$ cat src/dtq_pkg.sv
// Package for the port trigger qualifier: register map, field codes, status enums.
// Assumes one 32-bit AHB-Lite slave with word-aligned registers.
package dtq_pkg;
	// ****************************************************************
	// Register offsets
	// ****************************************************************
	localparam logic [7:0] DTQ_OFF_CTRL = 8'h00;
	localparam logic [7:0] DTQ_OFF_SEQ = 8'h04;
	localparam logic [7:0] DTQ_OFF_STATUS = 8'h08;
	localparam logic [7:0] DTQ_OFF_POS = 8'h0C;
	localparam logic [7:0] DTQ_OFF_IRQ_STAT = 8'h10;
	localparam logic [7:0] DTQ_OFF_IRQ_MASK = 8'h14;
	// ****************************************************************
	// Fields and reset values
	// ****************************************************************
	localparam int DTQ_SEL_LSB = 16;
	localparam logic [3:0] DTQ_STROBE_IDX_RST = 4'h0;
	localparam logic [3:0] DTQ_VALID_IDX_RST = 4'h1;
	localparam logic [10:0] DTQ_CACHE_DEPTH = 11'h400;
	localparam logic [9:0] DTQ_INSTR_MAX = 10'h3FF;
	localparam int DTQ_IRQ_W = 4;
	localparam int DTQ_IRQ_TRIG = 0;
	localparam int DTQ_IRQ_DONE = 1;
	localparam int DTQ_IRQ_CW = 2;
	localparam int DTQ_IRQ_TBLERR = 3;

	typedef enum logic [1:0] {DTQ_EDGE_NONE, DTQ_EDGE_RISE, DTQ_EDGE_FALL, DTQ_EDGE_BOTH}
		dtq_edge_e;
	typedef enum logic [1:0] {DTQ_POL_NONE, DTQ_POL_LOW, DTQ_POL_HIGH, DTQ_POL_BOTH} dtq_pol_e;
	typedef enum logic [1:0] {DTQ_ST_IDLE, DTQ_ST_RUN, DTQ_ST_WAIT, DTQ_ST_NOTREADY} dtq_seq_e;
	typedef enum logic [1:0] {DTQ_TBL_NONE, DTQ_TBL_OK, DTQ_TBL_ERR} dtq_tbl_e;

	typedef struct packed {
		logic [3:0] strobe_idx;
		dtq_edge_e strobe_edge;
		logic [3:0] valid_idx;
		dtq_pol_e valid_pol;
		logic rerun;
	} dtq_cfg_s;

	typedef struct packed {
		logic load_start;
		logic load_done;
		logic [10:0] load_size;
		logic start;
		logic instr_step;
		logic wait_instr;
		logic prog_end;
		logic tbl_ok;
		logic tbl_err;
	} dtq_seq_s;
endpackage

$ cat src/dtq_qualifier.sv
// Trigger qualifier and sequencer status block for the digital I/O port.
// Assumes inputs synchronous to clk_i and an AHB-Lite master with single word transfers.
`timescale 1ns/10ps
module dtq_qualifier
	import dtq_pkg::*;
(
	input wire logic clk_i,
	input wire logic sys_rst_i,
	input wire logic hsel_i,
	input wire logic [7:0] haddr_i,
	input wire logic [1:0] htrans_i,
	input wire logic hwrite_i,
	input wire logic [2:0] hsize_i,
	input wire logic [31:0] hwdata_i,
	input wire logic hready_i,
	output logic [31:0] hrdata_o,
	output logic hreadyout_o,
	output logic hresp_o,
	input wire logic [31:0] digital_io_port_i,
	input wire dtq_seq_s seq_i,
	output logic trigger_o,
	output logic codeword_take_o,
	output logic seq_restart_o,
	output logic irq_o
);
	logic [31:0] rd_mux;
	logic ap_wr_reg;
	logic [7:0] ap_addr_reg;
	dtq_cfg_s cfg_reg;
	logic [DTQ_IRQ_W-1:0] irq_stat_reg;
	logic [DTQ_IRQ_W-1:0] irq_mask_reg;
	logic [DTQ_IRQ_W-1:0] irq_evt;
	logic [1:0] strobe_sync_reg;
	logic strobe_prev_reg;
	logic strobe_fire;
	logic valid_bit;
	logic valid_ok;
	dtq_seq_e seq_state_reg;
	dtq_tbl_e tbl_reg;
	logic loaded_reg;
	logic pending_reg;
	logic [9:0] pos_reg;
	logic [10:0] size_reg;
	logic [6:0] fill_pct;
	logic wr_go;

	function automatic logic pick_bit(input logic [31:0] bus, input logic [3:0] idx);
		pick_bit = bus[DTQ_SEL_LSB + int'(idx)];
	endfunction

	// ****************************************************************
	// AHB-Lite slave: zero wait states, always OKAY.
	// ****************************************************************
	always_ff @(posedge clk_i)
	begin
		if (sys_rst_i)
		begin
			ap_wr_reg <= 1'b0;
			ap_addr_reg <= 8'h00;
		end
		else if (hready_i)
		begin
			ap_wr_reg <= hsel_i && htrans_i[1] && hwrite_i;
			ap_addr_reg <= haddr_i;
		end
	end

	assign wr_go = ap_wr_reg;

	always_ff @(posedge clk_i)
	begin
		hreadyout_o <= !sys_rst_i;
		hresp_o <= 1'b0;
	end

	always_comb
	begin
		rd_mux = 32'h0000_0000;
		case (haddr_i)
			DTQ_OFF_CTRL: rd_mux = {19'h0_0000, cfg_reg};
			DTQ_OFF_STATUS: rd_mux = {21'h00_0000, fill_pct, tbl_reg, seq_state_reg};
			DTQ_OFF_POS: rd_mux = {22'h00_0000, pos_reg};
			DTQ_OFF_IRQ_STAT: rd_mux = {28'h000_0000, irq_stat_reg};
			DTQ_OFF_IRQ_MASK: rd_mux = {28'h000_0000, irq_mask_reg};
			default: rd_mux = 32'h0000_0000;
		endcase
	end

	always_ff @(posedge clk_i)
	begin
		if (sys_rst_i)
			hrdata_o <= 32'h0000_0000;
		else if (hready_i && hsel_i && htrans_i[1] && !hwrite_i)
			hrdata_o <= rd_mux;
	end

	always_ff @(posedge clk_i)
	begin
		if (sys_rst_i)
			cfg_reg <= '{DTQ_STROBE_IDX_RST, DTQ_EDGE_NONE, DTQ_VALID_IDX_RST, DTQ_POL_NONE, 1'b0};
		else if (wr_go && ap_addr_reg == DTQ_OFF_CTRL)
			cfg_reg <= hwdata_i[12:0];
	end

	// ****************************************************************
	// Strobe edge detection and valid qualification.
	// ****************************************************************
	// The first stage is read only by the second; edges compare stage two with the prior sample.
	always_ff @(posedge clk_i)
	begin
		if (sys_rst_i)
		begin
			strobe_sync_reg <= 2'b00;
			strobe_prev_reg <= 1'b0;
		end
		else
		begin
			strobe_sync_reg <= {strobe_sync_reg[0], pick_bit(digital_io_port_i, cfg_reg.strobe_idx)};
			strobe_prev_reg <= strobe_sync_reg[1];
		end
	end

	always_comb
	begin
		case (cfg_reg.strobe_edge)
			DTQ_EDGE_RISE: strobe_fire = strobe_sync_reg[1] && !strobe_prev_reg;
			DTQ_EDGE_FALL: strobe_fire = !strobe_sync_reg[1] && strobe_prev_reg;
			DTQ_EDGE_BOTH: strobe_fire = strobe_sync_reg[1] != strobe_prev_reg;
			default: strobe_fire = 1'b0;
		endcase
	end

	assign valid_bit = pick_bit(digital_io_port_i, cfg_reg.valid_idx);

	// Polarities "none" and "both" ignore the bit, so every codeword is taken; low and high rely on it.
	always_comb
	begin
		case (cfg_reg.valid_pol)
			DTQ_POL_LOW: valid_ok = !valid_bit;
			DTQ_POL_HIGH: valid_ok = valid_bit;
			default: valid_ok = 1'b1;
		endcase
	end

	always_ff @(posedge clk_i)
	begin
		if (sys_rst_i)
		begin
			trigger_o <= 1'b0;
			codeword_take_o <= 1'b0;
		end
		else
		begin
			trigger_o <= strobe_fire && seq_state_reg == DTQ_ST_WAIT;
			codeword_take_o <= valid_ok;
		end
	end

	// ****************************************************************
	// Sequencer status tracking.
	// ****************************************************************
	always_ff @(posedge clk_i)
	begin
		if (sys_rst_i)
		begin
			loaded_reg <= 1'b0;
			pending_reg <= 1'b0;
			size_reg <= 11'h000;
		end
		else if (seq_i.load_start)
		begin
			pending_reg <= 1'b1;
			loaded_reg <= 1'b0;
		end
		else if (seq_i.load_done)
		begin
			pending_reg <= 1'b0;
			loaded_reg <= 1'b1;
			size_reg <= (seq_i.load_size > DTQ_CACHE_DEPTH) ? DTQ_CACHE_DEPTH : seq_i.load_size;
		end
	end

	// Fill percent; sizes are capped at the cache depth so the result stays within 0..100.
	assign fill_pct = 7'((18'(size_reg) * 18'd100) / 18'(DTQ_CACHE_DEPTH));

	always_ff @(posedge clk_i)
	begin
		if (sys_rst_i)
		begin
			seq_state_reg <= DTQ_ST_NOTREADY;
			seq_restart_o <= 1'b0;
		end
		else
		begin
			seq_restart_o <= 1'b0;
			if (seq_i.load_start || !(loaded_reg || seq_i.load_done) || pending_reg && !seq_i.load_done)
				seq_state_reg <= DTQ_ST_NOTREADY;
			else
				case (seq_state_reg)
					DTQ_ST_NOTREADY: seq_state_reg <= DTQ_ST_IDLE;
					DTQ_ST_IDLE: if (seq_i.start) seq_state_reg <= DTQ_ST_RUN;
					DTQ_ST_RUN:
						if (seq_i.prog_end)
						begin
							seq_state_reg <= cfg_reg.rerun ? DTQ_ST_RUN : DTQ_ST_IDLE;
							seq_restart_o <= cfg_reg.rerun;
						end
						else if (seq_i.wait_instr)
							seq_state_reg <= DTQ_ST_WAIT;
					DTQ_ST_WAIT: if (strobe_fire) seq_state_reg <= DTQ_ST_RUN;
					default: seq_state_reg <= DTQ_ST_NOTREADY;
				endcase
		end
	end

	always_ff @(posedge clk_i)
	begin
		if (sys_rst_i || seq_state_reg == DTQ_ST_IDLE || seq_state_reg == DTQ_ST_NOTREADY)
			pos_reg <= 10'h000;
		else if (seq_state_reg == DTQ_ST_RUN && seq_i.prog_end)
			pos_reg <= 10'h000;
		else if (seq_state_reg == DTQ_ST_RUN && seq_i.instr_step && pos_reg != DTQ_INSTR_MAX)
			pos_reg <= pos_reg + 10'h001;
	end

	always_ff @(posedge clk_i)
	begin
		if (sys_rst_i || seq_i.load_start)
			tbl_reg <= DTQ_TBL_NONE;
		else if (seq_i.tbl_err)
			tbl_reg <= DTQ_TBL_ERR;
		else if (seq_i.tbl_ok)
			tbl_reg <= DTQ_TBL_OK;
	end

	// ****************************************************************
	// Interrupts: sticky status, write one to clear, set wins.
	// ****************************************************************
	assign irq_evt = {seq_i.tbl_err, codeword_take_o && cfg_reg.valid_pol != DTQ_POL_NONE,
		seq_state_reg == DTQ_ST_RUN && seq_i.prog_end, strobe_fire};

	always_ff @(posedge clk_i)
	begin
		if (sys_rst_i)
		begin
			irq_stat_reg <= '0;
			irq_mask_reg <= '0;
			irq_o <= 1'b0;
		end
		else
		begin
			irq_stat_reg <= (irq_stat_reg & ~((wr_go && ap_addr_reg == DTQ_OFF_IRQ_STAT) ?
				hwdata_i[DTQ_IRQ_W-1:0] : '0)) | irq_evt;
			if (wr_go && ap_addr_reg == DTQ_OFF_IRQ_MASK)
				irq_mask_reg <= hwdata_i[DTQ_IRQ_W-1:0];
			irq_o <= |(irq_stat_reg & irq_mask_reg);
		end
	end
endmodule

$ cat config.mk
export PLATFORM = sky130hd
export DESIGN_NAME = dtq_qualifier
export DESIGN_NICKNAME = d
export VERILOG_FILES = /design/src/dtq_pkg.sv /design/src/dtq_qualifier.sv
export SDC_FILE = /design/constraint.sdc
export NUM_CORES = 1
export LEC_CHECK = 0
export ABC_AREA = 1
export ABC_CLOCK_PERIOD_IN_PS = 7400
export BUFFER_PORTS_ARGS = -buffer_cell sky130_fd_sc_hd__clkbuf_2
export CAP_MARGIN = 0
export CORE_UTILIZATION = 47
export DETAILED_ROUTE_END_ITERATION = 8
export PLACE_DENSITY = 0.73
export SETUP_SLACK_MARGIN = 0.4
export SLEW_MARGIN = 5
export SYNTH_ARGS = -nofsm -noshare
export SYNTH_HDL_FRONTEND = slang
export SYNTH_SLANG_ARGS = --single-unit
$ cat constraint.sdc
create_clock -name clk_i -period 7.4 [get_ports clk_i]
set_input_delay 0.74 -clock clk_i [delete_from_list [all_inputs] [get_ports clk_i]]
set_output_delay 0.74 -clock clk_i [all_outputs]
set_load 0.1 [all_outputs]
# ---- Word level (Yosys, flattened, before mapping)
# Cells that the tools add are included.
dict set report classes {
  shift 0
  n_addsub 3
  reduce_logical 43
  order_cmp 3
  n_bitwise 7
  n_mux 21
  n_eq_ne 19
  multipliers 1
  div_mod_pow 0
}
# operator n
set op_table {}
lappend op_table {{$pmux W13 S5} 1}
lappend op_table {{$eq A8 B5 Y1 const B} 4}
lappend op_table {{$eq A8 B4 Y1 const B} 2}
lappend op_table {{$logic_and A1 B1 Y1} 16}
lappend op_table {{$logic_not A8 Y1} 2}
lappend op_table {{$mul A11 B5 Y15 const B} 1}
lappend op_table {{$add A5 B4 Y6 const A} 2}
lappend op_table {{$lt A6 B6 Y1 const B} 2}
lappend op_table {{$mux W2} 6}
lappend op_table {{$gt A11 B11 Y1 const B} 1}
lappend op_table {{$mux W11} 1}
lappend op_table {{$add A10 B1 Y10 const B} 1}
lappend op_table {{$bmux W1 S5} 2}
lappend op_table {{$eq A2 B2 Y1 const B} 5}
lappend op_table {{$ne A10 B10 Y1 const B} 1}
lappend op_table {{$and A4 B4 Y4} 2}
lappend op_table {{$pmux W2 S4} 1}
lappend op_table {{$reduce_or A2 Y1} 4}
lappend op_table {{$reduce_or A4 Y1} 2}
lappend op_table {{$logic_not A1 Y1} 7}
lappend op_table {{$mux W1} 7}
lappend op_table {{$eq A2 B1 Y1 const B} 3}
lappend op_table {{$logic_or A1 B1 Y1} 6}
lappend op_table {{$reduce_bool A2 Y1} 3}
lappend op_table {{12 further kinds} 15}
dict set report totals {
  ram_bits 0
  wordCells 121
  out_inout_bits 38
  latchBits 0
  register_bits 97
  mem_bits_ro 0
  mem_count 0
}

# ---- Logic depth before layout (Yosys ltp)
dict set report logic_depth {
  ltp_word 6
  mapped_depth 17
  ltp_nobuf 17
}

# ---- Least setup slack after synthesis
# No wires, ideal clock.
dict set report synth_timing {
  path_kind {reg-to-reg}
  startpoint {reg size_reg[6]}
  endpoint {reg hrdata_o[6]}
  synth_period_minus_slack_ps 2704
  required_time_ps 7268
  stages_incl_launch_ff 14
  path_buffers 0
  setup_slack_ps 4696
  t_arrival_ps 2572
  path_cell_list {dfxtp_1 > ha_1 > ha_1 > inv_1 > fa_1 > inv_1 > ha_1 > a21oi_1 > nand3_1 > or2_2 > nand3_1 > nand2_1 > nand2_1 > a21oi_1}
}
dict set report synth_between {
  elab_chain_len 2
}
# item line_no
set synth_lines {}
lappend synth_lines {{from (decl)} dtq_qualifier.sv:43} ;# logic [10:0] size_reg;
lappend synth_lines {{from (signal assigned)} dtq_qualifier.sv:179} ;# size_reg <= (seq_i.load_size > DTQ_CACHE_DEPTH) ? DTQ_CACHE_DEPTH : seq_i.load_size;
lappend synth_lines {{$mul A11 B5 Y15} dtq_qualifier.sv:184} ;# assign fill_pct = 7'((18'(size_reg) * 18'd100) / 18'(DTQ_CACHE_DEPTH));
lappend synth_lines {{$pmux W13 S5} dtq_qualifier.sv:79} ;# case (haddr_i)
lappend synth_lines {{to (signal assigned)} dtq_qualifier.sv:94} ;# hrdata_o <= rd_mux;
lappend synth_lines {{to (decl)} dtq_qualifier.sv:16} ;# output logic [31:0] hrdata_o,
# Every way passes these cells.
# A chain may end at the register's enable or synchronous reset.

# ---- Final worst setup path
# Same ends and word-level chain as after synthesis.

==> results.cfg <==
[run_status]
status = finished clean

[power_and_ir_drop]
ir_drop_mv = 0.140
power.internal_mw = 0.713
powerDensity_nw_per_um2 = 189
p_comb_share_pct = 17.9
power_leakage_nw = 2.54
swShare_pct = 31.0
power.switching_mw = 0.321
clockPowerShare_pct = 39.3
pwr-share-seq_pct = 42.8

[clock_network]
h-tree-depth = 3
path_clk_slew_ps = 90
post_cts_buffers = 0
ctsResizeCount = 0
hold_buffers = 0
cts_buffer_depth = 2
numCtsBuffers = 9
cts.sinks = 78
cts_tree = yes
clock_latency_ps = 370
clockRootBuffer = clkbuf_8

[placement]
dp.final_hpwl_um = 9070
gp_congestion = 0.871
io_buffers = 79
dp_cells = 871

[setup_path]
arrival_ps = 3180
critical_path.max_fanout = 5
endpoint_kind = flip-flop
reg2reg_to = hrdata_o[6]
timing.rr.start = size_reg[6]
rrSetupSlack_ps = 4450
startpoint = size_reg[6]
start_kind = flip-flop
path_class = reg2reg
cp-endpoint = hrdata_o[6]
r2r_cells = 13
critPathRequiredTime_ps = 7640

[worst_hold_path]
hold_path.class = reg2reg

[cells_and_area]
drive_gt1_share_pct = 15.1
fillers = 965
area_growth_pct = 13.8
nets = 894
n_antenna_cell = 0
final_cells = 887

[logic_synthesis]
yosysTopAreaCellShare_pct = 32.6
seq_area_frac_synth_pct = 32.6
yosysTopAreaCell = dfxtp_1
synth_commonest_cells = nand2_1, inv_1, a21oi_1
yosysWarnings = 0
yosysUniqueCellTypes = 38
synth_ff_type = dfxtp_1
synth_edf_count = 0
yosys_register_bits = 78
synth_area_um2 = 4790
yosysMostFrequentCell = nand2_1
ys_async_sr_fraction_pct = 0
netlist_instances = 676
synth_area_per_cell_um2 = 7.09
ys_top_cells_by_area = dfxtp_1, ha_1, nand2_1

[routing]
antenna_left = 0
drtPass1Iterations = 5
drcViolationCount = 0
dr_total_vias = 4639
wirelength_um = 11600
vias_per_cell = 5.23
wire_per_inst_um = 13.1
drt_iter0_drc = 185

[timing]
fin_crit_ps = 2950
grt_setup_unrepaired = false
max-slew-margin-rel_pct = 26.5
slew_viol_final = 0
final.period_utilization_pct = 39.8
fmax_mhz = 339
clock_skew_ps = 11.3
setup-tns-final_ps = 0
setup_viol = 0
final_hold_viol_count = 0
worstMarginPinSlew_ps = 1100

[floorplanning]
core_um2 = 9820
die_x_um = 103
die_y_um = 103
rows = 36
start_util_pct = 48.8
die_area_um2 = 10600
io_pins = 139

[global_route]
grt_pass1_vias = 4215
grt-ovfl-total = 0
antenna_found_initial = 0
grt_max_degree = 46
grt_pass1_wl_um = 19000
grt_usage_pct = 23.0

[run]
cap_violations = 0
==> power by group through the flow <==
stage	combinational (mW)	sequential (mW)	clock, mW
floorplan	0.138	0.461	0
global placement	0.179	0.452	0
detailed placement	0.184	0.452	0
CTS	0.185	0.442	0.410
global route	0.206	0.444	0.431
finish	0.185	0.442	0.406
==> cells by family (layout without fill, tap and decap cells) <==
group	after synthesis	count (layout)	share of synthesized area [%]
simple gates	227	227	20.8
compound gates	183	183	20.6
buf+inv	137	196	12.6
flops	78	78	32.6
fa+ha+maj	44	44	12.3
xor+xnor	6	6	1.10
other cells	1	20	0.0783
==> stage by stage <==
step                      util (%)  instance area, um2  total power, mW  setup WS (ps)  hold slack (ps)
after floorplan                  -                4860            0.599           4700              388
after global placement        53.0                5200            0.631           4460              403
after detailed placement      53.0                5200            0.636           4440              406
after CTS                     55.5                5450             1.04           4430              420
after global routing          55.5                5450             1.08           4230              439
final                         55.5                5450             1.03           4450              422
==> per-layer routing <==
layer	track usage, %	part of all wire [%]
met1	30.9	49
met2	37.3	45
met3	4.07	5.3
met4	7.69	1.5
met5	0	0
==> how the worst min path moves through the flow <==
stage,startpoint,to,slack [ps],cells past startpoint
floorplan,strobe_sync_reg[0],strobe_sync_reg[1],390,2
global placement,strobe_sync_reg[0],strobe_sync_reg[1],400,2
detailed placement,strobe_sync_reg[0],strobe_sync_reg[1],410,2
CTS,strobe_sync_reg[0],strobe_sync_reg[1],420,2
global route,strobe_sync_reg[0],strobe_sync_reg[1],440,2
finish,strobe_sync_reg[0],strobe_sync_reg[1],420,2
==> cells in the final DEF, fill, tap and decap left out, types with 20 or more instances in the layout <==
cell | synthesis | layout
nand2_1 | 114 | 114
inv_1 | 98 | 98
a21oi_1 | 84 | 84
clkbuf_2 | 0 | 79
dfxtp_1 | 78 | 78
o21ai_0 | 71 | 71
nor2_1 | 50 | 50
ha_1 | 39 | 39
nand3_1 | 30 | 30
conb_1 | 1 | 20
==> cell type report <==
type / instances / area, um2 / share of cell area (%)
multi-input combinational: 480 / 2700 / 49.5
clock buffer: 9 / 124 / 2.27
timing repair buffer: 79 / 395 / 7.25
tap: 133 / 166 / 3.05
sequential: 78 / 1560 / 28.6
inverter: 101 / 379 / 6.95
clock inverter: 7 / 128 / 2.34
==> worst max-delay path, stage by stage (launching register included) <==
cell     delay, ps
dfxtp_1        440
ha_1           280
ha_1           280
inv_1           50
fa_1           500
inv_1           40
ha_1           340
a21oi_1        270
nand3_1        120
or2_2          280
nand3_1         70
nand2_1         50
nand2_1         50
a21oi_1         60
Power figures use the tool's default switching activity.
